--- src/design/raw_vbi_pkg.sv ---
// constants and register map of the raw vbi capture window block
`default_nettype none
package raw_vbi_pkg;

  // register indexes; byte address is four times the index
  localparam logic [5:0] IDX_CTRL       = 6'h11;
  localparam logic [5:0] IDX_START      = 6'h12;
  localparam logic [5:0] IDX_END_LOW    = 6'h13;
  localparam logic [5:0] IDX_END_HIGH   = 6'h14;
  localparam logic [5:0] IDX_LINE_LOW   = 6'h15;
  localparam logic [5:0] IDX_LINE_MID   = 6'h16;
  localparam logic [5:0] IDX_LINE_TOP   = 6'h17;
  localparam logic [5:0] IDX_STATUS     = 6'h1F;

  // values after reset
  localparam logic [7:0] RST_START      = 8'h7A;
  localparam logic [7:0] RST_END_LOW    = 8'h4A;
  localparam logic [1:0] RST_END_HIGH   = 2'h3;
  localparam logic [7:0] RST_LINE_LOW   = 8'hFE;
  localparam logic [7:0] RST_LINE_MID   = 8'h1F;
  localparam logic [2:0] RST_LINE_TOP   = 3'h0;
  localparam logic [2:0] RST_CTRL       = 3'h0;

  // control field positions
  localparam int CTRL_ODD_BIT           = 0;
  localparam int CTRL_EVEN_BIT          = 1;
  localparam int CTRL_ALL_BIT           = 2;

  // status field positions
  localparam int STAT_WINDOW_BIT        = 0;
  localparam int STAT_LINE_BIT          = 1;
  localparam int STAT_GATE_BIT          = 2;

  // line mask geometry and first line per standard and field
  localparam logic [9:0] MASK_BITS      = 10'h013;
  localparam logic [9:0] NTSC_ODD_BASE  = 10'h009;
  localparam logic [9:0] NTSC_EVEN_BASE = 10'h110;
  localparam logic [9:0] PAL_ODD_BASE   = 10'h005;
  localparam logic [9:0] PAL_EVEN_BASE  = 10'h13E;

  // saturation value of the double-rate tick counter
  localparam logic [10:0] TICK_MAX      = 11'h7FF;

endpackage : raw_vbi_pkg
`default_nettype wire

--- src/design/raw_vbi_capture_window.sv ---
// raw vbi sampling window and line selection with wishbone registers
//
// Our own choice: register access over Wishbone.
`default_nettype none
module raw_vbi_capture_window
(
  // clock and reset
  input  wire logic        clk_i,
  input  wire logic        rst_i,
  // wishbone classic slave
  input  wire logic        cyc_i,
  input  wire logic        stb_i,
  input  wire logic        we_i,
  input  wire logic [7:0]  adr_i,
  input  wire logic [3:0]  sel_i,
  input  wire logic [31:0] dat_i,
  output logic      [31:0] dat_o,
  output logic             ack_o,
  // video timing
  input  wire logic        line_sync_i,
  input  wire logic        double_rate_tick_i,
  input  wire logic        field_even_i,
  input  wire logic        pal_mode_i,
  input  wire logic [9:0]  line_number_i,
  // capture datapath
  output logic             window_open_o,
  output logic             line_selected_o,
  output logic             capture_gate_o
);

  typedef struct packed {
    logic        sync_meta;
    logic        sync_stable;
    logic        sync_prev;
    logic        armed;
    logic [10:0] tick_cnt;
    logic [7:0]  start;
    logic [7:0]  end_low;
    logic [1:0]  end_high;
    logic [18:0] line_mask;
    logic [2:0]  ctrl;
    logic        window;
    logic        line_on;
    logic        gate;
    logic        ack;
    logic [31:0] rdata;
  } state_t;

  state_t state_reg;
  state_t state_next;

  // is the line inside the mask range and its bit set
  function automatic logic mask_hit(input logic [18:0] mask,
                                    input logic [9:0]  line,
                                    input logic [9:0]  base);
    logic [9:0] offset;
    offset = line - base;
    mask_hit = (line >= base) && (offset < raw_vbi_pkg::MASK_BITS)
               && mask[offset[4:0]];
  endfunction

  logic        line_edge;
  logic        req;
  logic        wr_commit;
  logic [5:0]  idx;
  logic        aligned;
  logic [9:0]  end_count;
  logic [10:0] open_ticks;
  logic [10:0] close_ticks;
  logic [9:0]  base;
  logic        field_on;

  assign line_edge   = state_reg.sync_stable & ~state_reg.sync_prev;
  assign req         = cyc_i & stb_i;
  // only the low byte lane carries register data
  assign wr_commit   = req & we_i & state_reg.ack & sel_i[0];
  assign idx         = adr_i[7:2];
  assign aligned     = (adr_i[1:0] == 2'h0);
  assign end_count   = {state_reg.end_high, state_reg.end_low};
  assign open_ticks  = {3'h0, state_reg.start} << 1;
  assign close_ticks = {end_count, 1'b0};

  always_comb
  begin
    state_next = state_reg;

    // line sync pin crosses two flops first
    state_next.sync_meta   = line_sync_i;
    state_next.sync_stable = state_reg.sync_meta;
    state_next.sync_prev   = state_reg.sync_stable;

    // double-rate periods since the leading edge of line sync
    // saturates, so a lost sync keeps the window shut
    if (line_edge)
    begin
      state_next.armed    = 1'b1;
      state_next.tick_cnt = 11'h000;
    end
    else if (double_rate_tick_i && state_reg.tick_cnt != raw_vbi_pkg::TICK_MAX)
    begin
      state_next.tick_cnt = state_reg.tick_cnt + 11'h001;
    end

    // open at start steps, close at stop steps
    state_next.window = state_reg.armed && !line_edge
                        && (state_reg.tick_cnt >= open_ticks)
                        && (state_reg.tick_cnt < close_ticks);

    // first masked line depends on standard and field
    if (pal_mode_i)
    begin
      base = field_even_i ? raw_vbi_pkg::PAL_EVEN_BASE
                          : raw_vbi_pkg::PAL_ODD_BASE;
    end
    else
    begin
      base = field_even_i ? raw_vbi_pkg::NTSC_EVEN_BASE
                          : raw_vbi_pkg::NTSC_ODD_BASE;
    end

    field_on = field_even_i ? state_reg.ctrl[raw_vbi_pkg::CTRL_EVEN_BIT]
                            : state_reg.ctrl[raw_vbi_pkg::CTRL_ODD_BIT];

    if (!field_on)
    begin
      state_next.line_on = 1'b0;
    end
    else if (state_reg.ctrl[raw_vbi_pkg::CTRL_ALL_BIT])
    begin
      state_next.line_on = 1'b1;
    end
    else
    begin
      state_next.line_on = mask_hit(state_reg.line_mask,
                                    line_number_i, base);
    end

    state_next.gate = state_reg.window & state_reg.line_on;

    // bus answer one cycle after the request is seen
    state_next.ack = req & ~state_reg.ack;

    // read data registered so it stands with ack
    state_next.rdata = 32'h0000_0000;
    if (aligned)
    begin
      unique case (idx)
        raw_vbi_pkg::IDX_CTRL:
          state_next.rdata[2:0] = state_reg.ctrl;
        raw_vbi_pkg::IDX_START:
          state_next.rdata[7:0] = state_reg.start;
        raw_vbi_pkg::IDX_END_LOW:
          state_next.rdata[7:0] = state_reg.end_low;
        raw_vbi_pkg::IDX_END_HIGH:
          state_next.rdata[1:0] = state_reg.end_high;
        raw_vbi_pkg::IDX_LINE_LOW:
          state_next.rdata[7:0] = state_reg.line_mask[7:0];
        raw_vbi_pkg::IDX_LINE_MID:
          state_next.rdata[7:0] = state_reg.line_mask[15:8];
        raw_vbi_pkg::IDX_LINE_TOP:
          state_next.rdata[2:0] = state_reg.line_mask[18:16];
        raw_vbi_pkg::IDX_STATUS:
        begin
          state_next.rdata[raw_vbi_pkg::STAT_WINDOW_BIT] = state_reg.window;
          state_next.rdata[raw_vbi_pkg::STAT_LINE_BIT]   = state_reg.line_on;
          state_next.rdata[raw_vbi_pkg::STAT_GATE_BIT]   = state_reg.gate;
        end
        default:
          state_next.rdata = 32'h0000_0000;
      endcase
    end

    // writes land on the edge where the master sees ack
    if (wr_commit && aligned)
    begin
      unique case (idx)
        raw_vbi_pkg::IDX_CTRL:
          state_next.ctrl = dat_i[2:0];
        raw_vbi_pkg::IDX_START:
          state_next.start = dat_i[7:0];
        raw_vbi_pkg::IDX_END_LOW:
          state_next.end_low = dat_i[7:0];
        raw_vbi_pkg::IDX_END_HIGH:
          state_next.end_high = dat_i[1:0];
        raw_vbi_pkg::IDX_LINE_LOW:
          state_next.line_mask[7:0] = dat_i[7:0];
        raw_vbi_pkg::IDX_LINE_MID:
          state_next.line_mask[15:8] = dat_i[7:0];
        raw_vbi_pkg::IDX_LINE_TOP:
          state_next.line_mask[18:16] = dat_i[2:0];
        default:
        begin
        end
      endcase
    end

    // registers back to reset values, outputs low
    if (rst_i)
    begin
      state_next           = '0;
      state_next.start     = raw_vbi_pkg::RST_START;
      state_next.end_low   = raw_vbi_pkg::RST_END_LOW;
      state_next.end_high  = raw_vbi_pkg::RST_END_HIGH;
      state_next.line_mask = {raw_vbi_pkg::RST_LINE_TOP,
                              raw_vbi_pkg::RST_LINE_MID,
                              raw_vbi_pkg::RST_LINE_LOW};
      state_next.ctrl      = raw_vbi_pkg::RST_CTRL;
    end
  end

  always_ff @(posedge clk_i)
  begin
    state_reg <= state_next;
  end

  assign dat_o           = state_reg.rdata;
  assign ack_o           = state_reg.ack;
  assign window_open_o   = state_reg.window;
  assign line_selected_o = state_reg.line_on;
  assign capture_gate_o  = state_reg.gate;

endmodule // raw_vbi_capture_window
`default_nettype wire

--- config.mk ---
export PLATFORM = sky130hd
export DESIGN_NAME = raw_vbi_capture_window
export DESIGN_NICKNAME = d
export VERILOG_FILES = /design/src/design/raw_vbi_pkg.sv /design/src/design/raw_vbi_capture_window.sv
export SDC_FILE = /design/constraint.sdc
export NUM_CORES = 1
export LEC_CHECK = 0
export BUFFER_PORTS_ARGS = -buffer_cell sky130_fd_sc_hd__buf_4
export CAP_MARGIN = 20
export CORE_ASPECT_RATIO = 1.4
export CORE_MARGIN = 5
export CORE_UTILIZATION = 30
export CTS_BUF_LIST = sky130_fd_sc_hd__clkbuf_2
export CTS_CLUSTER_DIAMETER = 80
export CTS_CLUSTER_SIZE = 8
export DETAILED_ROUTE_END_ITERATION = 10
export PLACE_DENSITY = 0.56
export SYNTH_ARGS = -nofsm -noshare
export SYNTH_HDL_FRONTEND = slang
export SYNTH_SLANG_ARGS = --single-unit
--- constraint.sdc ---
create_clock -name clk_i -period 3.8 [get_ports clk_i]
set_input_delay 0.76 -clock clk_i [delete_from_list [all_inputs] [get_ports clk_i]]
set_output_delay 0.76 -clock clk_i [all_outputs]
set_load 0.005 [all_outputs]
* Word level (Yosys, flattened, before mapping) *
Cells that the tools add are included.

storage, ports and cells
  register bits after elaboration = 91
  bits of input ports = 63
  output and inout port bits = 36
  word-level logic and storage cells = 74

cells by class
  add/subtract/negate cells = 2
  $lt $le $gt $ge = 5
  equal/unequal tests = 9
  multiplexer cells = 10
  bitwise logic cells = 11
  reductions and logical operators = 19

operator list
  cell                     number
  $eq A6 B5 Y1 const B     8
  $mux W9                  3
  $pmux W5 S4              1
  $pmux W2 S8              1
  $reduce_and A2 Y1        7
  $add A11 B1 Y11 const B  1
  $ge A11 B9 Y1            1
  $lt A11 B11 Y1           1
  $ne A11 B11 Y1 const B   1
  $ge A10 B10 Y1           1
  $lt A10 B5 Y1 const B    1
  $sub A10 B10 Y10         1
  $and A1 B1 Y1            7
  $logic_and A1 B1 Y1      7
  $pmux W1 S7              1
  $lt A5 B6 Y1 const B     1
  $reduce_or A2 Y1         3
  $bmux W1 S5              1
  $not A1 Y1               4
  $mux W1                  3
  $logic_not A2 Y1         1
  $logic_not A1 Y1         1

* Logic depth before layout (Yosys ltp) *
Gate-level depths: netlist (run 1).

  word-level depth = 7
  gate-level depth with buffers = 10
  mapped depth without buffers = 10

* Least setup slack after synthesis (run 1) *
No wires, ideal clock.

  path kind = input to register
  from = input port field_even_i
  to = register state_reg (netlist bit line_selected_o)
  setup time = 0.117 ns
  arrival = 3.009 ns
  data required time = 3.683 ns
  slack = 0.673 ns
  stages = 9
  path buffers = 0
  path through = inv_1 > ha_1 > inv_1 > fa_1 > mux4_1 > mux2_2 > o311ai_1 > nor3_1 > a32o_1

on the way
  word-level cells in the longest chain between the ends = 7
  elaborated cells between the ends (all ways) = 14
  those cells by class = 1 x add/sub; 2 x order compare; 7 x mux; 1 x bitwise; 3 x reduce/logical

ends and longest elaborated chain
  element                                                RTL line                                                      source
  from (decl)                                            raw_vbi_capture_window.sv:22                                  input wire logic field_even_i,
  $mux W9, on equally long branches                      raw_vbi_capture_window.sv:117, raw_vbi_capture_window.sv:112
  $mux W9                                                raw_vbi_capture_window.sv:110                                 if (pal_mode_i)
  $sub A10 B10 Y10                                       raw_vbi_capture_window.sv:57                                  offset = line - base;
  $lt A10 B5 Y1 / $bmux W1 S5 (equally long branches)    raw_vbi_capture_window.sv:58, raw_vbi_capture_window.sv:59
  $logic_and A1 B1 Y1 / $mux W1 (equally long branches)  raw_vbi_capture_window.sv:58, raw_vbi_capture_window.sv:59
  $logic_and A1 B1 Y1                                    raw_vbi_capture_window.sv:59                                  && mask[offset[4:0]];
  $mux W1                                                raw_vbi_capture_window.sv:128                                 else if (state_reg.ctrl[raw_vbi_pkg::CTRL_ALL_BIT])
  to (signal assigned)                                   raw_vbi_capture_window.sv:213                                 state_reg <= state_next;
  to (decl)                                              raw_vbi_capture_window.sv:49                                  state_t state_reg;

Parallel ways exist; a longest one is shown, timed or not. The select of a mux whose other input is x is not followed.
A chain may end at the register's enable or synchronous reset.

* Worst setup path after layout (run 1) *
Same ends and word-level chain as after synthesis.

==> Implementation_results.wiki, run 1 <==
{| class="wikitable"
! Metric !! Value
|-
| Maximum number of pins on one net before global-route repair || 35
|-
| Netlist cell types || between 50 and 60
|-
| Number of design-rule violations left by the first detailed-router iteration || 111
|-
| Most common flop cell mapped by yosys || dfxtp_1
|-
| TritonCTS clock tree || done
|-
| Count of filler cells inserted in the layout || 1383
|-
| Number of port buffers || 47
|-
| Clock input transition at the sequential cells of the worst setup and hold paths || 0.16 ns
|-
| Nature of the critical path endpoint || flip-flop
|-
| Syn-to-layout area delta || 10.7%
|-
| Gate power share || 0.135
|-
| Initial antenna violation count || 1
|-
| Req. time, crit path || 4.21 ns
|-
| Worst slew pin tran || 0.660 ns
|-
| Placeable core region || 12900 sq um
|-
| Post-layout min period || 2.96 ns
|-
| Switching component of the power || 348 uW
|-
| Global route overflow || 0
|-
| Effective utilization at floorplan || 0.307
|-
| Switching power as a share of total power || 0.272
|-
| Final nets || slightly below 600
|-
| PwrDens || 292 nW/um^2
|-
| Worst Skew || 0.0243 ns
|-
| Sum of negative setup slack || 0 ns
|-
| Peak clock frequency supported by timing || between 300 and 400 MHz
|-
| Arrival time at the worst endpoint || 3.37 ns
|-
| Number of standard-cell rows in the floorplan || 49
|-
| Portion of the clock cycle consumed by the worst path in the final layout || 0.779
|-
| Post-DP HPWL || about 7700 um
|-
| DRT antenna net count || 0
|-
| Mean post-synth cell area || 8.33 sq um
|-
| Die outline area || 15600 sq um
|-
| Worst ir drop on vdd || about 0.11 mV
|-
| Leakage power total || roughly 2 nW
|-
| Synthesis-stage register bit count || 67
|-
| Setup fix buffers added after clock tree synthesis || 0
|-
| Share of power burned in registers || 0.555
|-
| Post-cts gate resize count || 0
|-
| Die X || 107 um
|-
| Die Height || 146 um
|-
| Routed wire length || 9680 um
|-
| Final count of negative-setup-slack endpoints || 0
|-
| Insertion delay to the later sink of the worst-skew pair || 0.52 ns
|-
| Count of TritonRoute iterations in the first routing pass || 4
|-
| Bufs on Longest Clock Path || 2
|-
| Area of all placed cells without fillers || 4380 sq um
|-
| Type of the tightest min-delay check || input port to flip-flop
|-
| Placer Congestion || 0.811
|-
| Clock net sink count || 67
|-
| Final count of pins violating max slew || 0
|-
| Count of flip-flops with a built-in enable after synthesis || 0
|-
| Unrepaired setup endpoints after global routing || false
|-
| First-pass GRT wire length || 16200 um
|-
| Netlist area before placement || a little under 4000 sq um
|-
| Internal power || 933 uW
|-
| Count of mapped cells out of synthesis || 475
|-
| Final core utilization || 0.340
|-
| Final count of hold timing violations || 0
|-
| Via density per instance || between 4 and 5
|-
| Part of the total power dissipated in the clock network || 0.310
|-
| Aggregate global-route resource usage || 0.130
|-
| Count of vias placed by the detailed router || 3245
|-
| Crit start category || input port
|-
| Max capacitance violation total || 0
|-
| Library cell used as clock root buffer || clkbuf_2
|-
| Boundary pin count || roughly 100
|-
| Count of hold buffers inserted by post-cts repair || 0
|-
| DP Area || 4280 sq um
|-
| Type of the setup path with the least slack || input port to flip-flop
|-
| Post-synthesis sequential area ratio || 0.339
|-
| Outcome || complete, no violations
|-
| Share of post-route cells with drive strength above 1 || 0.139
|-
| CTS H-Tree Depth || 3
|-
| Critical path peak fanout || 6
|-
| Post-synthesis async set-or-reset flop share || 0
|-
| Flip-flop count of the largest register, all copies and words added || 37
|-
| Drc violations || 0
|-
| Total clock buffers created by CTS || 9
|-
| Number of global-route vias before repair || 3312
|-
| Number of warning messages in the yosys log || 0
|-
| Wire per inst || 14.6 um
|-
| Max transition margin || 0.556
|}
[worst paths after layout]
kind	slack, ns	end	cells after the start	startpoint
min reg2reg	0.46	state_reg[89]	1	state_reg[90]
max reg2reg	1.71	state_reg[85]	7	state_reg[76]
min	0.45	state_reg[90]	2	line_sync_i
max	0.84	line_selected_o	10	field_even_i
[per-layer routing]
layer / share of wire / wire (um) / track usage
met5: 0 / 0 / 0
met4: 0.027 / 266 / 0.0653
met3: 0.044 / 422 / 0.0249
met2: 0.54 / 5260 / 0.241
met1: 0.39 / 3730 / 0.136
[critical path, cell delays in order]
cell and delay (ns):
buf_4 0.12, inv_1 0.12, ha_1 0.18, inv_1 0.05
fa_1 0.65, mux4_1 0.59, mux2_2 0.27, o311ai_1 0.27
nor3_1 0.11, a32o_1 0.25
[power groups by stage]
stage                     Combinational, mW  Sequential (mW)  Clock (mW)
after floorplan                       0.131            0.725           0
after global placement                0.170            0.726           0
after detailed placement              0.174            0.726           0
after CTS                             0.174            0.711       0.414
after global routing                  0.194            0.712       0.436
final                                 0.173            0.711       0.397
[synth_stat cells, types with 4 or more instances]
library cell,instances,share of area
nor2_1,40,0.038
nand2b_1,5,0.0079
xor2_1,8,0.018
nor3_1,8,0.010
dfxtp_1,67,0.34
a31oi_1,4,0.0063
and3_1,4,0.0063
a21o_1,4,0.0076
inv_1,29,0.028
nand2_1,64,0.061
and4_1,4,0.0089
clkbuf_1,14,0.013
nand3b_1,5,0.0095
mux2i_1,22,0.056
a211oi_1,5,0.0095
nor2b_1,7,0.011
o21ai_0,14,0.018
a22oi_1,6,0.011
buf_4,32,0.061
xnor2_1,4,0.0089
nand3_1,14,0.018
o211ai_1,12,0.023
and2_1,4,0.0063
nand4_1,4,0.0063
a21oi_1,25,0.032
ha_1,26,0.082
buf_2,5,0.0063
[logic make-up after synthesis]
kind of cell,Yosys count,synth area share
simple gates,169,0.201
mux,27,0.0841
buf+inv,81,0.111
other cells,1,0.000948
compound gates,91,0.150
flops,67,0.339
fa+ha+maj,27,0.0873
xor+xnor,12,0.0266
[layout make-up]
type                       instances  area [sq um]  share of cell area
multi-input combinational        350          2260               0.517
sequential                        67          1340               0.306
timing repair buffer              50           375              0.0857
tap                              153           191              0.0437
inverter                          29           109              0.0248
clock buffer                      11          55.1              0.0126
clock inverter                     4          42.5             0.00971
antenna                            1          2.50            0.000571
[layout by cell type, fill, tap and decap left out, types with 6 or more instances in the layout]
cell / instances
o211ai_1: 12
nor2_1: 40
xor2_1: 8
nand2_1: 64
dfxtp_1: 67
o21ai_0: 14
nor2b_1: 7
mux2i_1: 22
buf_4: 50
nor3_1: 8
inv_1: 29
a22oi_1: 6
a21oi_1: 25
conb_1: 24
nand3_1: 14
clkbuf_2: 11
ha_1: 26
[stage by stage]
| stage | hold slack (ns) | worst slack, ns | total power, mW | std cells |
|---|---|---|---|---|
| after floorplan | 0.414 | 0.673 | 0.855 | 498 |
| after global placement | 0.438 | 0.325 | 0.895 | 649 |
| after detailed placement | 0.428 | 0.280 | 0.899 | 649 |
| after CTS | 0.418 | 0.846 | 1.30 | 664 |
| after global routing | 0.435 | 0.694 | 1.34 | 665 |
| final | 0.451 | 0.840 | 1.28 | 665 |
No activity file was read; power rests on OpenSTA's default activity.
==> run 2, diff against run 1 <==
==> constraint.sdc (replaced) <==
create_clock -name clk_i -period 2.93 [get_ports clk_i]
set_input_delay 0.586 -clock clk_i [delete_from_list [all_inputs] [get_ports clk_i]]
set_output_delay 0.586 -clock clk_i [all_outputs]
set_load 0.005 [all_outputs]
==> run 2 against run 1 <==
- first-iteration DRC count grew 8.1%
- sequential power rose by 30%
- register-to-register slack got worse by 0.84 ns
- final area grew 1.8%
- critical endpoint unchanged
- highest routed layer unchanged
- critical path depth did not move
- final cell count is 1.4% higher
- non-clock buffer count grew 9
- global-route usage about the same
- sequential share of layout area decreased by 0.55 points
- die area is the same
==> Implementation_results.wiki, run 2 (same netlist as run 1, synthesis figures left out) <==
{| class="wikitable"
! Metric !! Value
|-
| Post-layout min period || roughly 2.5 ns
|-
| Number of design-rule violations left by the first detailed-router iteration || 120
|-
| TritonCTS clock tree || done
|-
| Routed wire length || 9820 um
|-
| Number of global-route vias before repair || between 3000 and 4000
|-
| Top cell family by delay on the critical path || multiplexers
|-
| Peak clock frequency supported by timing || between 300 and 400 MHz
|-
| Arrival time at the worst endpoint || between 2 and 3 ns
|-
| Endpoint with the worst hold slack || open_ticks[7]
|-
| Total clock buffers created by CTS || 9
|-
| Nature of the critical path endpoint || flip-flop
|-
| Gate power share || 0.141
|-
| Tightest hold margin || 0.263 ns
|-
| Worst Skew || 0.0258 ns
|-
| Global route overflow || 0
|-
| Type of the tightest min-delay check || input port to flip-flop
|-
| Crit start category || input port
|-
| Type of the setup path with the least slack || input port to flip-flop
|-
| Critical path peak fanout || 3
|-
| Die X || 107 um
|-
| Clock net sink count || 67
|-
| Buffer and inverter count on the worst path || 3
|-
| Initial antenna violation count || 0
|-
| Switching component of the power || around 490 uW
|-
| Clock input transition at the sequential cells of the worst setup and hold paths || 0.21 ns
|-
| Max stage delay on crit path || approximately 0.6 ns
|-
| Max capacitance violation total || 0
|-
| Insertion delay to the later sink of the worst-skew pair || 0.52 ns
|-
| Portion of the clock cycle consumed by the worst path in the final layout || 0.861
|-
| Aggregate global-route resource usage || 0.130
|-
| Count of filler cells inserted in the layout || 1383
|-
| Slowest-stage cell, CP || fa_2
|-
| PwrDens || 383 nW/um^2
|-
| Bufs on Longest Clock Path || 2
|-
| Length in cells of the worst reg-to-reg path || 7
|-
| Post-cts gate resize count || 0
|-
| Number of diodes || 0
|-
| Number of standard-cell rows in the floorplan || between 40 and 50
|-
| Count of hold buffers inserted by post-cts repair || 0
|-
| Setup fix buffers added after clock tree synthesis || 0
|-
| Part of the total power dissipated in the clock network || 0.319
|-
| Count of vias placed by the detailed router || ~3300
|-
| Via density per instance || 4.86
|-
| DP Area || between 4000 and 5000 sq um
|-
| Max transition margin || 0.549
|-
| Final count of negative-setup-slack endpoints || 0
|-
| Count of TritonRoute iterations in the first routing pass || 4
|-
| Area of all placed cells without fillers || 4460 sq um
|-
| Reg2reg setup slack || 0.87 ns
|-
| Boundary pin count || slightly below 100
|-
| Number of cells in the finished layout apart from fillers || 674
|-
| Final count of pins violating max slew || 0
|-
| Die Height || 146 um
|-
| Commonest non-fill, non-tap cell in the layout || dfxtp_1
|-
| Flip-flop count of the largest register, all copies and words added || 37
|-
| Most repeated library cell on the critical path || inv_1
|-
| Internal power || 1.22 mW
|-
| First-pass GRT wire length || 16200 um
|-
| Share of power burned in registers || 0.540
|-
| CTS H-Tree Depth || 3
|-
| Wire per inst || 14.6 um
|-
| Leakage power total || 2.02 nW
|-
| Req. time, crit path || around 3.4 ns
|-
| Capturing point of the worst reg2reg path || state_reg[85]
|-
| Library cell used as clock root buffer || clkbuf_2
|-
| Crit path cell chain || buf_4 > inv_1 > ha_1 > inv_1 > fa_2 > mux4_2 > mux2_2 > o311ai_1 > nor3_1 > a32o_1
|-
| Overall power consumption || 1.71 mW
|-
| Final count of hold timing violations || 0
|-
| Effective utilization at floorplan || 0.307
|-
| Origin of the worst min-delay path || dat_i[6]
|-
| Cell count after placement || 658
|-
| Outcome || complete, no violations
|-
| Maximum number of pins on one net before global-route repair || 34
|-
| Worst ir drop on vdd || about 0.14 mV
|-
| DRT antenna net count || 0
|-
| Final nets || approximately 610
|-
| Number of port buffers || 47
|-
| Share of post-route cells with drive strength above 1 || 0.163
|-
| Placeable core region || 12900 sq um
|-
| Syn-to-layout area delta || 12.7%
|-
| Top library cells by usage in the layout, fill and taps aside || 67 x dfxtp_1, 64 x nand2_1, 59 x buf_4
|-
| Unrepaired setup endpoints after global routing || false
|-
| Drc violations || 0
|-
| Worst slew pin tran || ~0.67 ns
|-
| Die outline area || 15600 sq um
|-
| Switching power as a share of total power || 0.286
|-
| Placer Congestion || 0.798
|-
| Post-DP HPWL || 7780 um
|-
| Number of instances on the worst hold path || 2
|-
| Critical R2R Launch || state_reg[76]
|}
==> run 2: cell count changes in the layout (fill, tap and decap cells not counted), sizes merged <==
| cell | delta |
|---|---|
| buf | +9 |
| clkbuf | -2 |
| clkinvlp | +2 |
| clkinv | +1 |
| diode | -1 |
==> run 2: metal layers <==
layer | global-route usage | vias to the layer above | wire length, um
met5 | 0 | - | 0
met4 | 0.0563 | 0 | 240
met3 | 0.0302 | 19 | 408
met2 | 0.241 | 67 | 5310
met1 | 0.136 | 1515 | 3860
li1 | - | 1676 | -
==> run 2: power groups by stage <==
stage / combinational [mW] / sequential (mW) / clock, mW
floorplan: 0.171 / 0.940 / 0
global placement: 0.235 / 0.941 / 0
detailed placement: 0.239 / 0.941 / 0
CTS: 0.240 / 0.923 / 0.572
global route: 0.268 / 0.925 / 0.614
finish: 0.240 / 0.923 / 0.546
==> run 2: per-stage QoR <==
| step | setup WS, ns | setup TNS [ns] | utilization |
|---|---|---|---|
| 4_1_cts | 0.424 | 0 | 0.347 |
| 3_5_place_dp | -0.166 | -0.166 | 0.338 |
| 3_3_place_gp | -0.115 | -0.115 | 0.338 |
| 5_1_grt | 0.303 | 0 | 0.347 |
| 6_report | 0.406 | 0 | 0.347 |
| 2_1_floorplan | 0.0400 | 0 | - |
==> run 2: cell type report <==
cell class              count  area (sq um)  area share
multi-input cells         350          2260       0.507
flip-flops and latches     67          1340       0.301
repair buffers             59           443      0.0993
well taps                 153           191      0.0429
inverters                  29           109      0.0244
clock inverters             7          68.8      0.0154
clock buffers               9          45.0      0.0101
==> run 2: worst max path at each step <==
stage / end / cells past startpoint / startpoint / slack [ns]
after detailed placement: line_selected_o / 10 / field_even_i / -0.17
after global placement: line_selected_o / 10 / field_even_i / -0.12
after floorplan: line_selected_o / 9 / field_even_i / 0.04
after global routing: line_selected_o / 10 / field_even_i / 0.30
final: line_selected_o / 10 / field_even_i / 0.41
after CTS: line_selected_o / 10 / field_even_i / 0.42
